File: config.mk
export PLATFORM = sky130hd
export DESIGN_NAME = scs_top
export DESIGN_NICKNAME = d
export VERILOG_FILES = /design/src/design/scs_pkg.sv /design/src/design/scs_clkout_div.sv /design/src/design/scs_rc_osc.sv /design/src/design/scs_top.sv
export VERILOG_INCLUDE_DIRS = /design/src /design/src/design
export SDC_FILE = /design/constraint.sdc
export NUM_CORES = 1
export LEC_CHECK = 0
export ABC_AREA = 1
export BUFFER_PORTS_ARGS = -buffer_cell sky130_fd_sc_hd__buf_4
export CAP_MARGIN = 5
export CORE_ASPECT_RATIO = 0.8
export CORE_MARGIN = 3
export CORE_UTILIZATION = 51
export DETAILED_ROUTE_END_ITERATION = 12
export PLACE_DENSITY_LB_ADDON = 0.05
export RECOVER_POWER = 50
export SETUP_SLACK_MARGIN = 0.02
export SLEW_MARGIN = 5
export SYNTH_ARGS = -nofsm -noshare
export SYNTH_HDL_FRONTEND = slang
export SYNTH_SLANG_ARGS = --single-unit
File: constraint.sdc
create_clock -name mclk -period 1.89 [get_ports mclk]
set_clock_uncertainty 0.2 [all_clocks]
set_input_delay 0.2835 -clock mclk [delete_from_list [all_inputs] [get_ports mclk]]
set_output_delay 0.2835 -clock mclk [all_outputs]
set_load 0.01 [all_outputs]
File: src/design/scs_defines.svh
`ifndef SCS_DEFINES_SVH
`define SCS_DEFINES_SVH
// Contract
// - Clock source fuses: 00 crystal, 01 reserved, 10 external, 11 RC.
// - CPU clock equals selected system clock, never divided.
// - Crystal mode enables the inverting amplifier across both oscillator pins.
// - Crystal mode disables input and output of port bits two and three.
// - External mode turns amplifier off; clock taken from the input pin.
// - External mode: output pin free, general I/O, or divided clock out.
// - RC mode gives both oscillator pins to the port as bits two, three.
// - RC mode may drive divided system clock on the output pin.
// - Internal RC oscillator nominal 8.0 MHz, used when selected.
// - RC trim fuses set the RC oscillator frequency.
// - Factory RC trim copy readable at signature location 0007h.
// - Clock out divides system clock by 2, 4, 8 or 16 per code.
// - Clock out only in RC or external mode with port bit as output.

// clock source fuse codes
`define SCS_SRC_XTAL      2'h0
`define SCS_SRC_RSVD      2'h1
`define SCS_SRC_EXT       2'h2
`define SCS_SRC_RC        2'h3
// field widths and locations
`define SCS_SRC_W         2
`define SCS_DIV_W         2
`define SCS_TRIM_W        8
`define SCS_SIG_ADDR_W    5
`define SCS_SIG_TRIM_ADDR 5'h07
// nominal RC frequency in kHz
`define SCS_RC_FREQ_KHZ   8000
// divider counter width for f/16
`define SCS_DIVCNT_W      4
`define SCS_DIVCNT_RESET  4'h0
`define SCS_TRIM_RESET    8'h00
`endif

File: src/design/scs_pkg.sv
package scs_pkg;
`include "scs_defines.svh"
    // selected clock source
    typedef enum logic [1:0] {
        SCS_XTAL = `SCS_SRC_XTAL,
        SCS_RSVD = `SCS_SRC_RSVD,
        SCS_EXT  = `SCS_SRC_EXT,
        SCS_RC   = `SCS_SRC_RC
    } scs_src_t;

    // pin function controls for the two oscillator pins
    typedef struct packed {
        logic amp_en;
        logic in_pin_port;
        logic out_pin_port;
        logic out_pin_clk;
    } scs_pinctl_t;
endpackage

File: src/design/scs_clkout_div.sv
`timescale 1ns/1ns
`include "scs_defines.svh"
module scs_clkout_div
    import scs_pkg::*;
#(
    parameter int CNT_W = `SCS_DIVCNT_W
) (
    input  wire logic                  mclk,
    input  wire logic                  rstn,
    input  wire logic                  run,
    input  wire logic                  tick,
    input  wire logic [`SCS_DIV_W-1:0] div_sel,
    output logic                       clk_div
);
    logic [CNT_W-1:0] cnt;

    // counts system clock rising edges, cleared while idle
    always_ff @(posedge mclk or negedge rstn) begin
        if (!rstn) begin
            cnt <= `SCS_DIVCNT_RESET;
        end else if (!run) begin
            cnt <= `SCS_DIVCNT_RESET;
        end else if (tick) begin
            cnt <= cnt + 1'b1;
        end
    end

    // bit n of the edge count toggles at f/2^(n+1)
    always_ff @(posedge mclk or negedge rstn) begin
        if (!rstn) begin
            clk_div <= 1'b0;
        end else if (!run) begin
            clk_div <= 1'b0;
        end else if (tick) begin
            clk_div <= (next_cnt_bit(cnt, div_sel));
        end
    end

    function automatic logic next_cnt_bit(
        input logic [CNT_W-1:0]      c,
        input logic [`SCS_DIV_W-1:0] s
    );
        logic [CNT_W-1:0] n;
        n = c + 1'b1;
        next_cnt_bit = n[s];
    endfunction
endmodule

File: src/design/scs_rc_osc.sv
`timescale 1ns/1ns
`include "scs_defines.svh"
module scs_rc_osc
    import scs_pkg::*;
#(
    parameter int HALF_BASE = 16
) (
    input  wire logic                   mclk,
    input  wire logic                   rstn,
    input  wire logic                   enable,
    input  wire logic [`SCS_TRIM_W-1:0] trim,
    output logic                        rc_clk
);
    // behavioural stand-in: half period grows with trim code
    logic [`SCS_TRIM_W:0] cnt;
    logic [`SCS_TRIM_W:0] half;

    assign half = (`SCS_TRIM_W+1)'(HALF_BASE) + {1'b0, trim};

    // toggle output every half period while enabled
    always_ff @(posedge mclk or negedge rstn) begin
        if (!rstn) begin
            cnt    <= '0;
            rc_clk <= 1'b0;
        end else if (!enable) begin
            cnt    <= '0;
            rc_clk <= 1'b0;
        end else if (cnt >= half) begin
            cnt    <= '0;
            rc_clk <= ~rc_clk;
        end else begin
            cnt <= cnt + 1'b1;
        end
    end
endmodule

File: src/design/scs_top.sv
`timescale 1ns/1ns
`include "scs_defines.svh"
module scs_top
    import scs_pkg::*;
#(
    parameter logic [`SCS_TRIM_W-1:0] FACTORY_TRIM = `SCS_TRIM_RESET
) (
    input  wire logic                      mclk,
    input  wire logic                      rstn,
    input  wire logic [`SCS_SRC_W-1:0]     clk_src_fuse,
    input  wire logic [`SCS_TRIM_W-1:0]    rc_trim_fuse,
    input  wire logic                      osc_in_pin,
    input  wire logic                      osc_out_pin,
    input  wire logic                      xtal_clk,
    input  wire logic                      clkout_enable,
    input  wire logic [`SCS_DIV_W-1:0]     clkout_divide_sel,
    input  wire logic                      port3_bit_three_is_out,
    input  wire logic                      port3_bit_two_out,
    input  wire logic                      port3_bit_three_out,
    input  wire logic                      port3_bit_two_oe_n_req,
    input  wire logic                      port3_bit_three_oe_n_req,
    input  wire logic [`SCS_SIG_ADDR_W-1:0] sig_addr,
    output logic [`SCS_TRIM_W-1:0]         sig_data,
    output logic                           sys_clk,
    output logic                           cpu_clk,
    output logic                           amp_enable,
    output logic                           osc_in_pin_o,
    output logic                           osc_in_pin_oe_n,
    output logic                           osc_out_pin_o,
    output logic                           osc_out_pin_oe_n,
    output logic                           port3_bit_two,
    output logic                           port3_bit_three,
    output scs_src_t                       src_sel,
    output logic                           rsvd_sel
);
    ////////////////////////////////////////////////////////////////////
    logic        pin_s1;
    logic        pin_s2;
    logic        pin3_s1;
    logic        pin3_s2;
    logic        fuse_taken;
    logic        rc_clk;
    logic        clk_div;
    logic        clk_run;
    logic        sys_clk_d;
    logic        sys_tick;
    scs_pinctl_t pinctl;

    // source fuse latched on first clock after reset release
    always_ff @(posedge mclk or negedge rstn) begin
        if (!rstn) begin
            fuse_taken <= 1'b0;
            src_sel    <= SCS_XTAL;
        end else if (!fuse_taken) begin
            fuse_taken <= 1'b1;
            src_sel    <= scs_src_t'(clk_src_fuse);
        end
    end

    assign rsvd_sel = (src_sel == SCS_RSVD);

    // pin synchronisers for both oscillator pins
    always_ff @(posedge mclk or negedge rstn) begin
        if (!rstn) begin
            pin_s1  <= 1'b0;
            pin_s2  <= 1'b0;
            pin3_s1 <= 1'b0;
            pin3_s2 <= 1'b0;
        end else begin
            pin_s1  <= osc_in_pin;
            pin_s2  <= pin_s1;
            pin3_s1 <= osc_out_pin;
            pin3_s2 <= pin3_s1;
        end
    end

    ////////////////////////////////////////////////////////////////////
    // pin function decode per source
    always_comb begin
        pinctl = '0;
        unique case (src_sel)
            SCS_XTAL: pinctl.amp_en = 1'b1;
            SCS_EXT: begin
                pinctl.out_pin_port = 1'b1;
                pinctl.out_pin_clk  = clkout_enable;
            end
            SCS_RC: begin
                pinctl.in_pin_port  = 1'b1;
                pinctl.out_pin_port = 1'b1;
                pinctl.out_pin_clk  = clkout_enable;
            end
            SCS_RSVD: pinctl = '0;
        endcase
    end

    assign amp_enable = pinctl.amp_en && fuse_taken;

    // clock out needs proper mode and port bit as output
    assign clk_run = pinctl.out_pin_clk && port3_bit_three_is_out;

    scs_rc_osc u_rc (
        .mclk   (mclk),
        .rstn   (rstn),
        .enable (src_sel == SCS_RC && fuse_taken),
        .trim   (rc_trim_fuse),
        .rc_clk (rc_clk)
    );

    scs_clkout_div u_div (
        .mclk    (mclk),
        .rstn    (rstn),
        .run     (clk_run),
        .tick    (sys_tick),
        .div_sel (clkout_divide_sel),
        .clk_div (clk_div)
    );

    ////////////////////////////////////////////////////////////////////
    // system clock mux; cpu clock is the same, undivided
    always_ff @(posedge mclk or negedge rstn) begin
        if (!rstn) begin
            sys_clk <= 1'b0;
        end else begin
            unique case (src_sel)
                SCS_XTAL: sys_clk <= xtal_clk;
                SCS_EXT:  sys_clk <= pin_s2;
                SCS_RC:   sys_clk <= rc_clk;
                SCS_RSVD: sys_clk <= 1'b0;
            endcase
        end
    end

    // rising edges of the system clock pace the clock out divider
    always_ff @(posedge mclk or negedge rstn) begin
        if (!rstn) begin
            sys_clk_d <= 1'b0;
        end else begin
            sys_clk_d <= sys_clk;
        end
    end

    assign sys_tick = sys_clk && !sys_clk_d;

    assign cpu_clk = sys_clk;

    // oscillator pin drivers; oe_n low means driving
    always_ff @(posedge mclk or negedge rstn) begin
        if (!rstn) begin
            osc_in_pin_o     <= 1'b0;
            osc_in_pin_oe_n  <= 1'b1;
            osc_out_pin_o    <= 1'b0;
            osc_out_pin_oe_n <= 1'b1;
        end else begin
            osc_in_pin_o    <= port3_bit_two_out;
            osc_in_pin_oe_n <= !(pinctl.in_pin_port
                                 && !port3_bit_two_oe_n_req);
            if (clk_run) begin
                osc_out_pin_o    <= clk_div;
                osc_out_pin_oe_n <= 1'b0;
            end else begin
                osc_out_pin_o    <= port3_bit_three_out;
                osc_out_pin_oe_n <= !(pinctl.out_pin_port
                                      && !port3_bit_three_oe_n_req);
            end
        end
    end

    // port input values; zero when the pin is not a port
    always_ff @(posedge mclk or negedge rstn) begin
        if (!rstn) begin
            port3_bit_two   <= 1'b0;
            port3_bit_three <= 1'b0;
        end else begin
            port3_bit_two   <= pinctl.in_pin_port && pin_s2;
            port3_bit_three <= pinctl.out_pin_port && pin3_s2;
        end
    end

    // signature read: factory trim copy at its location
    always_ff @(posedge mclk or negedge rstn) begin
        if (!rstn) begin
            sig_data <= `SCS_TRIM_RESET;
        end else if (sig_addr == `SCS_SIG_TRIM_ADDR) begin
            sig_data <= FACTORY_TRIM;
        end else begin
            sig_data <= `SCS_TRIM_RESET;
        end
    end
endmodule
### Word level (Yosys, flattened, before mapping)

Index checks and enable logic that the tools add are counted.
W data, S select, Z words.

| cells by class | value |
|---|---|
| $add $sub $neg | 3 |
| magnitude comparators | 2 |
| equality and inequality tests | 5 |
| muxes and demuxes | 16 |
| bitwise logic cells | 1 |
| reductions and logical operators | 15 |

Operator list:

| operator | number |
|---|---|
| $mux W9 | 2 |
| $add A5 B8 Y9 const A | 1 |
| $add A9 B1 Y9 const B | 1 |
| $ge A9 B9 Y1 | 1 |
| $mux W1 | 9 |
| $logic_and A1 B1 Y1 | 8 |
| $mux W4 | 2 |
| $logic_not A1 Y1 | 5 |
| $add A4 B1 Y4 const B | 1 |
| $eq A2 B2 Y1 const B | 2 |
| $ne A2 B2 Y1 const B | 2 |
| $pmux W1 S4 | 1 |
| $lt A2 B3 Y1 const B | 1 |
| $bmux W1 S2 | 1 |
| $eq A2 B1 Y1 const B | 1 |
| $logic_not A2 Y1 | 1 |
| $mux W2 | 1 |
| $reduce_or A2 Y1 | 1 |
| $not A1 Y1 | 1 |

| word-level totals | value |
|---|---|
| register bits | 30 |
| input port bits | 28 |
| output and inout bits | 20 |

### Depth between registers and ports, before layout

| depth | value |
|---|---|
| word-level depth | 6 |
| depth in mapped cells | 11 |

### Hierarchy

Synthesis repeated with hierarchy kept, for this count alone.

| unflattened totals | value |
|---|---|
| cells, all modules | 202 |
| area total of the unflattened synthesis | 1,699.1 µm² |

Modules (own cells, without submodules):

| module | times used | cells each | area each (µm²) | seq. area each (µm²) |
|---|---|---|---|---|
| scs_rc_osc | 1 | 105 | 807.0 | 250.2 |
| scs_top | 1 | 57 | 599.3 | 377.9 |
| scs_clkout_div | 1 | 40 | 292.8 | 125.1 |

### Worst setup path before layout

OpenSTA, ideal clock, no wires.

| path | value |
|---|---|
| kind | in2reg |
| start | in rc_trim_fuse[4] |
| end | reg u_rc.rc_clk |
| library setup time | 117 ps |
| arrival time | 1,476 ps |
| required time | 1,573 ps |
| slack | 97 ps |
| stages | 11 |
| path buffers | 0 |
| cell sequence | ha_1 -> xnor2_1 -> ha_1 -> nand2_1 -> nand2_1 -> nand2_1 -> nand2_2 -> nor2_4 -> nand2_4 -> nand2_1 -> nand2_1 |

| on the way | value |
|---|---|
| longest elaborated chain between the ends | 3 |

Ends and longest elaborated chain:

| what | line | source |
|---|---|---|
| start, declared | scs_top.sv:11 | `` input wire logic [`SCS_TRIM_W-1:0] rc_trim_fuse, `` |
| $add A5 B8 Y9 | scs_rc_osc.sv:18 | `` assign half = (`SCS_TRIM_W+1)'(HALF_BASE) + {1'b0, trim}; `` |
| $ge A9 B9 Y1 | scs_rc_osc.sv:28 | `end else if (cnt >= half) begin` |
| $ne A2 B2 Y1 (no source line) | - |  |
| end signal, assigned | scs_rc_osc.sv:30 | `rc_clk <= ~rc_clk;` |
| end, declared | scs_rc_osc.sv:12 | `output logic rc_clk` |

Every way passes these cells.
A chain may end at the register's enable or synchronous reset.

### Final worst setup path

Same ends and word-level chain as after synthesis.

==> out/results.md <==
* **TritonCTS clock tree** built
* **average vias per placed instance** 4.68
* **series of cell instances along the critical path** buf_4 -> ha_1 -> xnor2_1 -> ha_1 -> nand2_1 -> nand2_1 -> nand2_1 -> nand2_2 -> nor2_4 -> nand2_4 -> nand2_1 -> nand2_1
* **maximum capacitance violations** 0
* **Warnings, synthesis** 0
* **total vias in the final route** 1,273
* **Crit path buffers/inverters** 1
* **Total GRT Usage** 16.9%
* **total power per unit cell area** 680 nW/um^2
* **total of endpoints with negative setup slack in the final report** 0
* **final weighted congestion in routability-driven placement** 0.773
* **clock buffers created by TritonCTS** 5
* **vertical die dimension** 56.9 um
* **initial antenna violation count** 0
* **starting density of the core** 56.6%
* **net total in the final layout** 273
* **Post-Layout Cell Count** 272
* **register bit count reported by yosys** 30
* **type of element capturing the critical path** register
* **final routed wirelength across all metal layers** 2980 um
* **pin count of the biggest net entering global routing** 31
* **most numerous cell on the critical path** nand2_1
* **cell with the largest stage delay on the worst path** ha_1
* **leakage power** 1.09 nW
* **Clock Tree Buf Depth** 2
* **DRC violation count after routing** 0
* **Clock Latency Late Sink** 0.27 ns
* **status** complete, no violations
* **via count of the first global-routing pass** 1,214
* **number of sinks driven by the clock tree** 30
* **Fin. Hold Viols** 0
* **Max Freq** 566 MHz
* **1st-iter DRT viols** 46
* **overall die width** 69.6 um
* **setup repair after global routing missed its margin** no
* **worst IR drop on VDD** 383 uV
* **input/output buffers** 34
* **level count of the clock H-tree** 2
* **sum of net half-perimeters after detailed placement** 2380 um
* **Worst Hold Slack** 0.00675 ns
* **sequential cell area fraction in the yosys report** 45.6%
* **unique cell type count in the Yosys netlist** 27
* **Max stage delay on crit path** 0.31 ns
* **CP Class** in -> reg
* **kind of start point of the critical path** input pin
* **count of final max-slew check failures** 0
* **post-layout min period** 1.77 ns
* **Cells after DPL** 259
* **fraction of final layout cells sized beyond drive strength 1** 25.6%
* **Initial DRT Pass Iterations** 4
* **arrival time of the worst setup path** 1.74 ns
* **Core Footprint** 2910 sq um
* **Slew @ Worst Pin** 0.698 ns
* **worst rel slew slack** 53.5%
* **Synth Cell Area** 1650 sq um
* **Congestion Overflow GR** 0
* **Worst path top cell family by delay** simple AND/OR/NAND/NOR gates
* **Area growth syn-to-layout** 24.0%
* **final design utilization** 70.2%
* **path class of the lowest-slack min-delay path** in -> reg
* **clock-pin slew reported for the worst setup and hold paths after clock tree synthesis** 0.06 ns
* **first-pass GRT wire length** 5350 um
* **Clk Tree Root Cell** clkbuf_8
* **# rows** 17
* **area of the die** 3960 sq um
* **diode count** 0
* **fin crit share** 93.5%
* **DRT antenna net count** 0
* **worst path required time** 1.86 ns
* **cell count after synthesis** 189
* **average cell area after synthesis** 8.73 sq um
* **maximum fanout encountered on the critical timing path** 8
* **routed length per instance** 11.0 um
* **number of I/O pins** 48
==> layer usage <==
metal / part of all wire [%] / vias to the layer above / GRT usage [%]
met5: 0 / - / 0
met4: 0.74 / 0 / 4.18
met3: 6.1 / 5 / 5.19
met2: 46 / 37 / 26.9
met1: 48 / 574 / 22.4
li1: - / 657 / -
==> path summary, 6_finish.rpt <==
path | slack, ns | endpoint | cells past startpoint | from
min in group asynchronous | 0.38 | u_rc.cnt[8]$_DFF_PN0_ | 2 | rstn
setup reg to reg | 0.13 | u_rc.rc_clk$_DFFE_PN0P_ | 9 | u_rc.cnt[6]$_DFF_PN0_
hold reg to reg | 0.15 | pin_s2$_DFF_PN0_ | 0 | pin_s1$_DFF_PN0_
max in group asynchronous | 0.65 | u_div.cnt[0]$_DFFE_PN0P_ | 2 | rstn
hold / removal | 0.007 | osc_in_pin_oe_n$_DFF_PN1_ | 2 | port3_bit_two_oe_n_req
setup / recovery | 0.12 | u_rc.rc_clk$_DFFE_PN0P_ | 12 | rc_trim_fuse[4]
==> cells in the final DEF, fill, tap and decap left out <==
master and n:
nor2_1 13, nand3b_1 1, xnor2_1 2, inv_1 31, or2_2 1, clkbuf_8 6, o21ai_0 6, a21oi_2 1
nor3_1 3, nand3_1 11, dlygate4sd3_1 4, nand3_4 1, buf_4 32, nand2_2 2, a22o_1 2, nor2_2 8
dfrtp_1 28, clkinv_2 1, a311oi_1 1, conb_1 9, a211oi_1 1, clkbuf_4 3, dfstp_2 2, clkbuf_1 1
nand2_4 1, nand4_1 2, ha_1 12, clkbuf_2 1, xor2_1 6, nand2_1 39, a21oi_1 2, nor2_4 1
==> cell type report <==
type                    count  area (sq um)
clock buffers               7          86.3
clock inverters             1          5.00
fillers                   248           867
inverters                  31           116
multi-input cells         125           731
flip-flops and latches     30           753
well taps                  38          47.5
repair buffers             40           308
==> repair_timing <==
| item | in CTS | in global routing |
|---|---|---|
| buffers inserted | 0 | 1 |
| hold buffers | 4 | 0 |
| setup endpoints to repair | 0 | 1 |
| gates resized for setup | 0 | 1 |
| endpoints found under the hold margin | 31 | 0 |
==> stage by stage <==
step | total power, mW | setup WS (ns) | TNS [ns] | instance area [sq um]
after global routing | 1.48 | 0.0205 | 0 | 2050
final | 1.39 | 0.123 | 0 | 2050
after floorplan | 0.806 | 0.0973 | 0 | 1680
after global placement | 0.882 | -0.113 | -0.485 | 1910
after detailed placement | 0.887 | -0.167 | -0.906 | 1910
after CTS | 1.41 | 0.107 | 0 | 2040
==> where the power goes <==
part           switching, mW  leakage [nW]  internal, mW
clock network          0.218        0.0482         0.293
logic                 0.0971         0.656        0.0908
registers             0.0222         0.388         0.670
==> cells by family after synthesis <==
group / count (synthesis) / synth area share (%)
other cells: 2 / 0.455
simple gates: 83 / 23.7
fa+ha+maj: 12 / 9.10
xor+xnor: 8 / 4.25
flops: 30 / 45.6
compound gates: 13 / 5.00
buf+inv: 41 / 11.8
==> state kept, by name (all words and copies together), names as in the netlist <==
signal and cells:
u_rc.cnt 9, u_div.cnt 4, src_sel 2, cpu_clk 1, fuse_taken 1, osc_in_pin_o 1, osc_in_pin_oe_n 1, osc_out_pin_o 1
osc_out_pin_oe_n 1, pin3_s1 1, pin3_s2 1, pin_s1 1, pin_s2 1, port3_bit_three 1, port3_bit_two 1, sys_clk_d 1
u_div.clk_div 1, u_rc.rc_clk 1
==> cell usage after synthesis (all sizes together) <==
library cell   n  area share, %
buf           10            4.8
dfrtp         28             42
xnor2          2            1.1
nand4          2           0.76
a22o           2            1.1
or2            1           0.38
nand3         12            4.4
conb           2           0.46
a311oi         1           0.53
nand2         42             10
a21oi          3            1.1
nand3b         1           0.46
nor2          22            6.7
xor2           6            3.2
dfstp          2            3.2
nor3           3           0.91
ha            12            9.1
o21ai          6            1.8
a211oi         1           0.46
inv           31            7.1
Power figures use the tool's default switching activity.
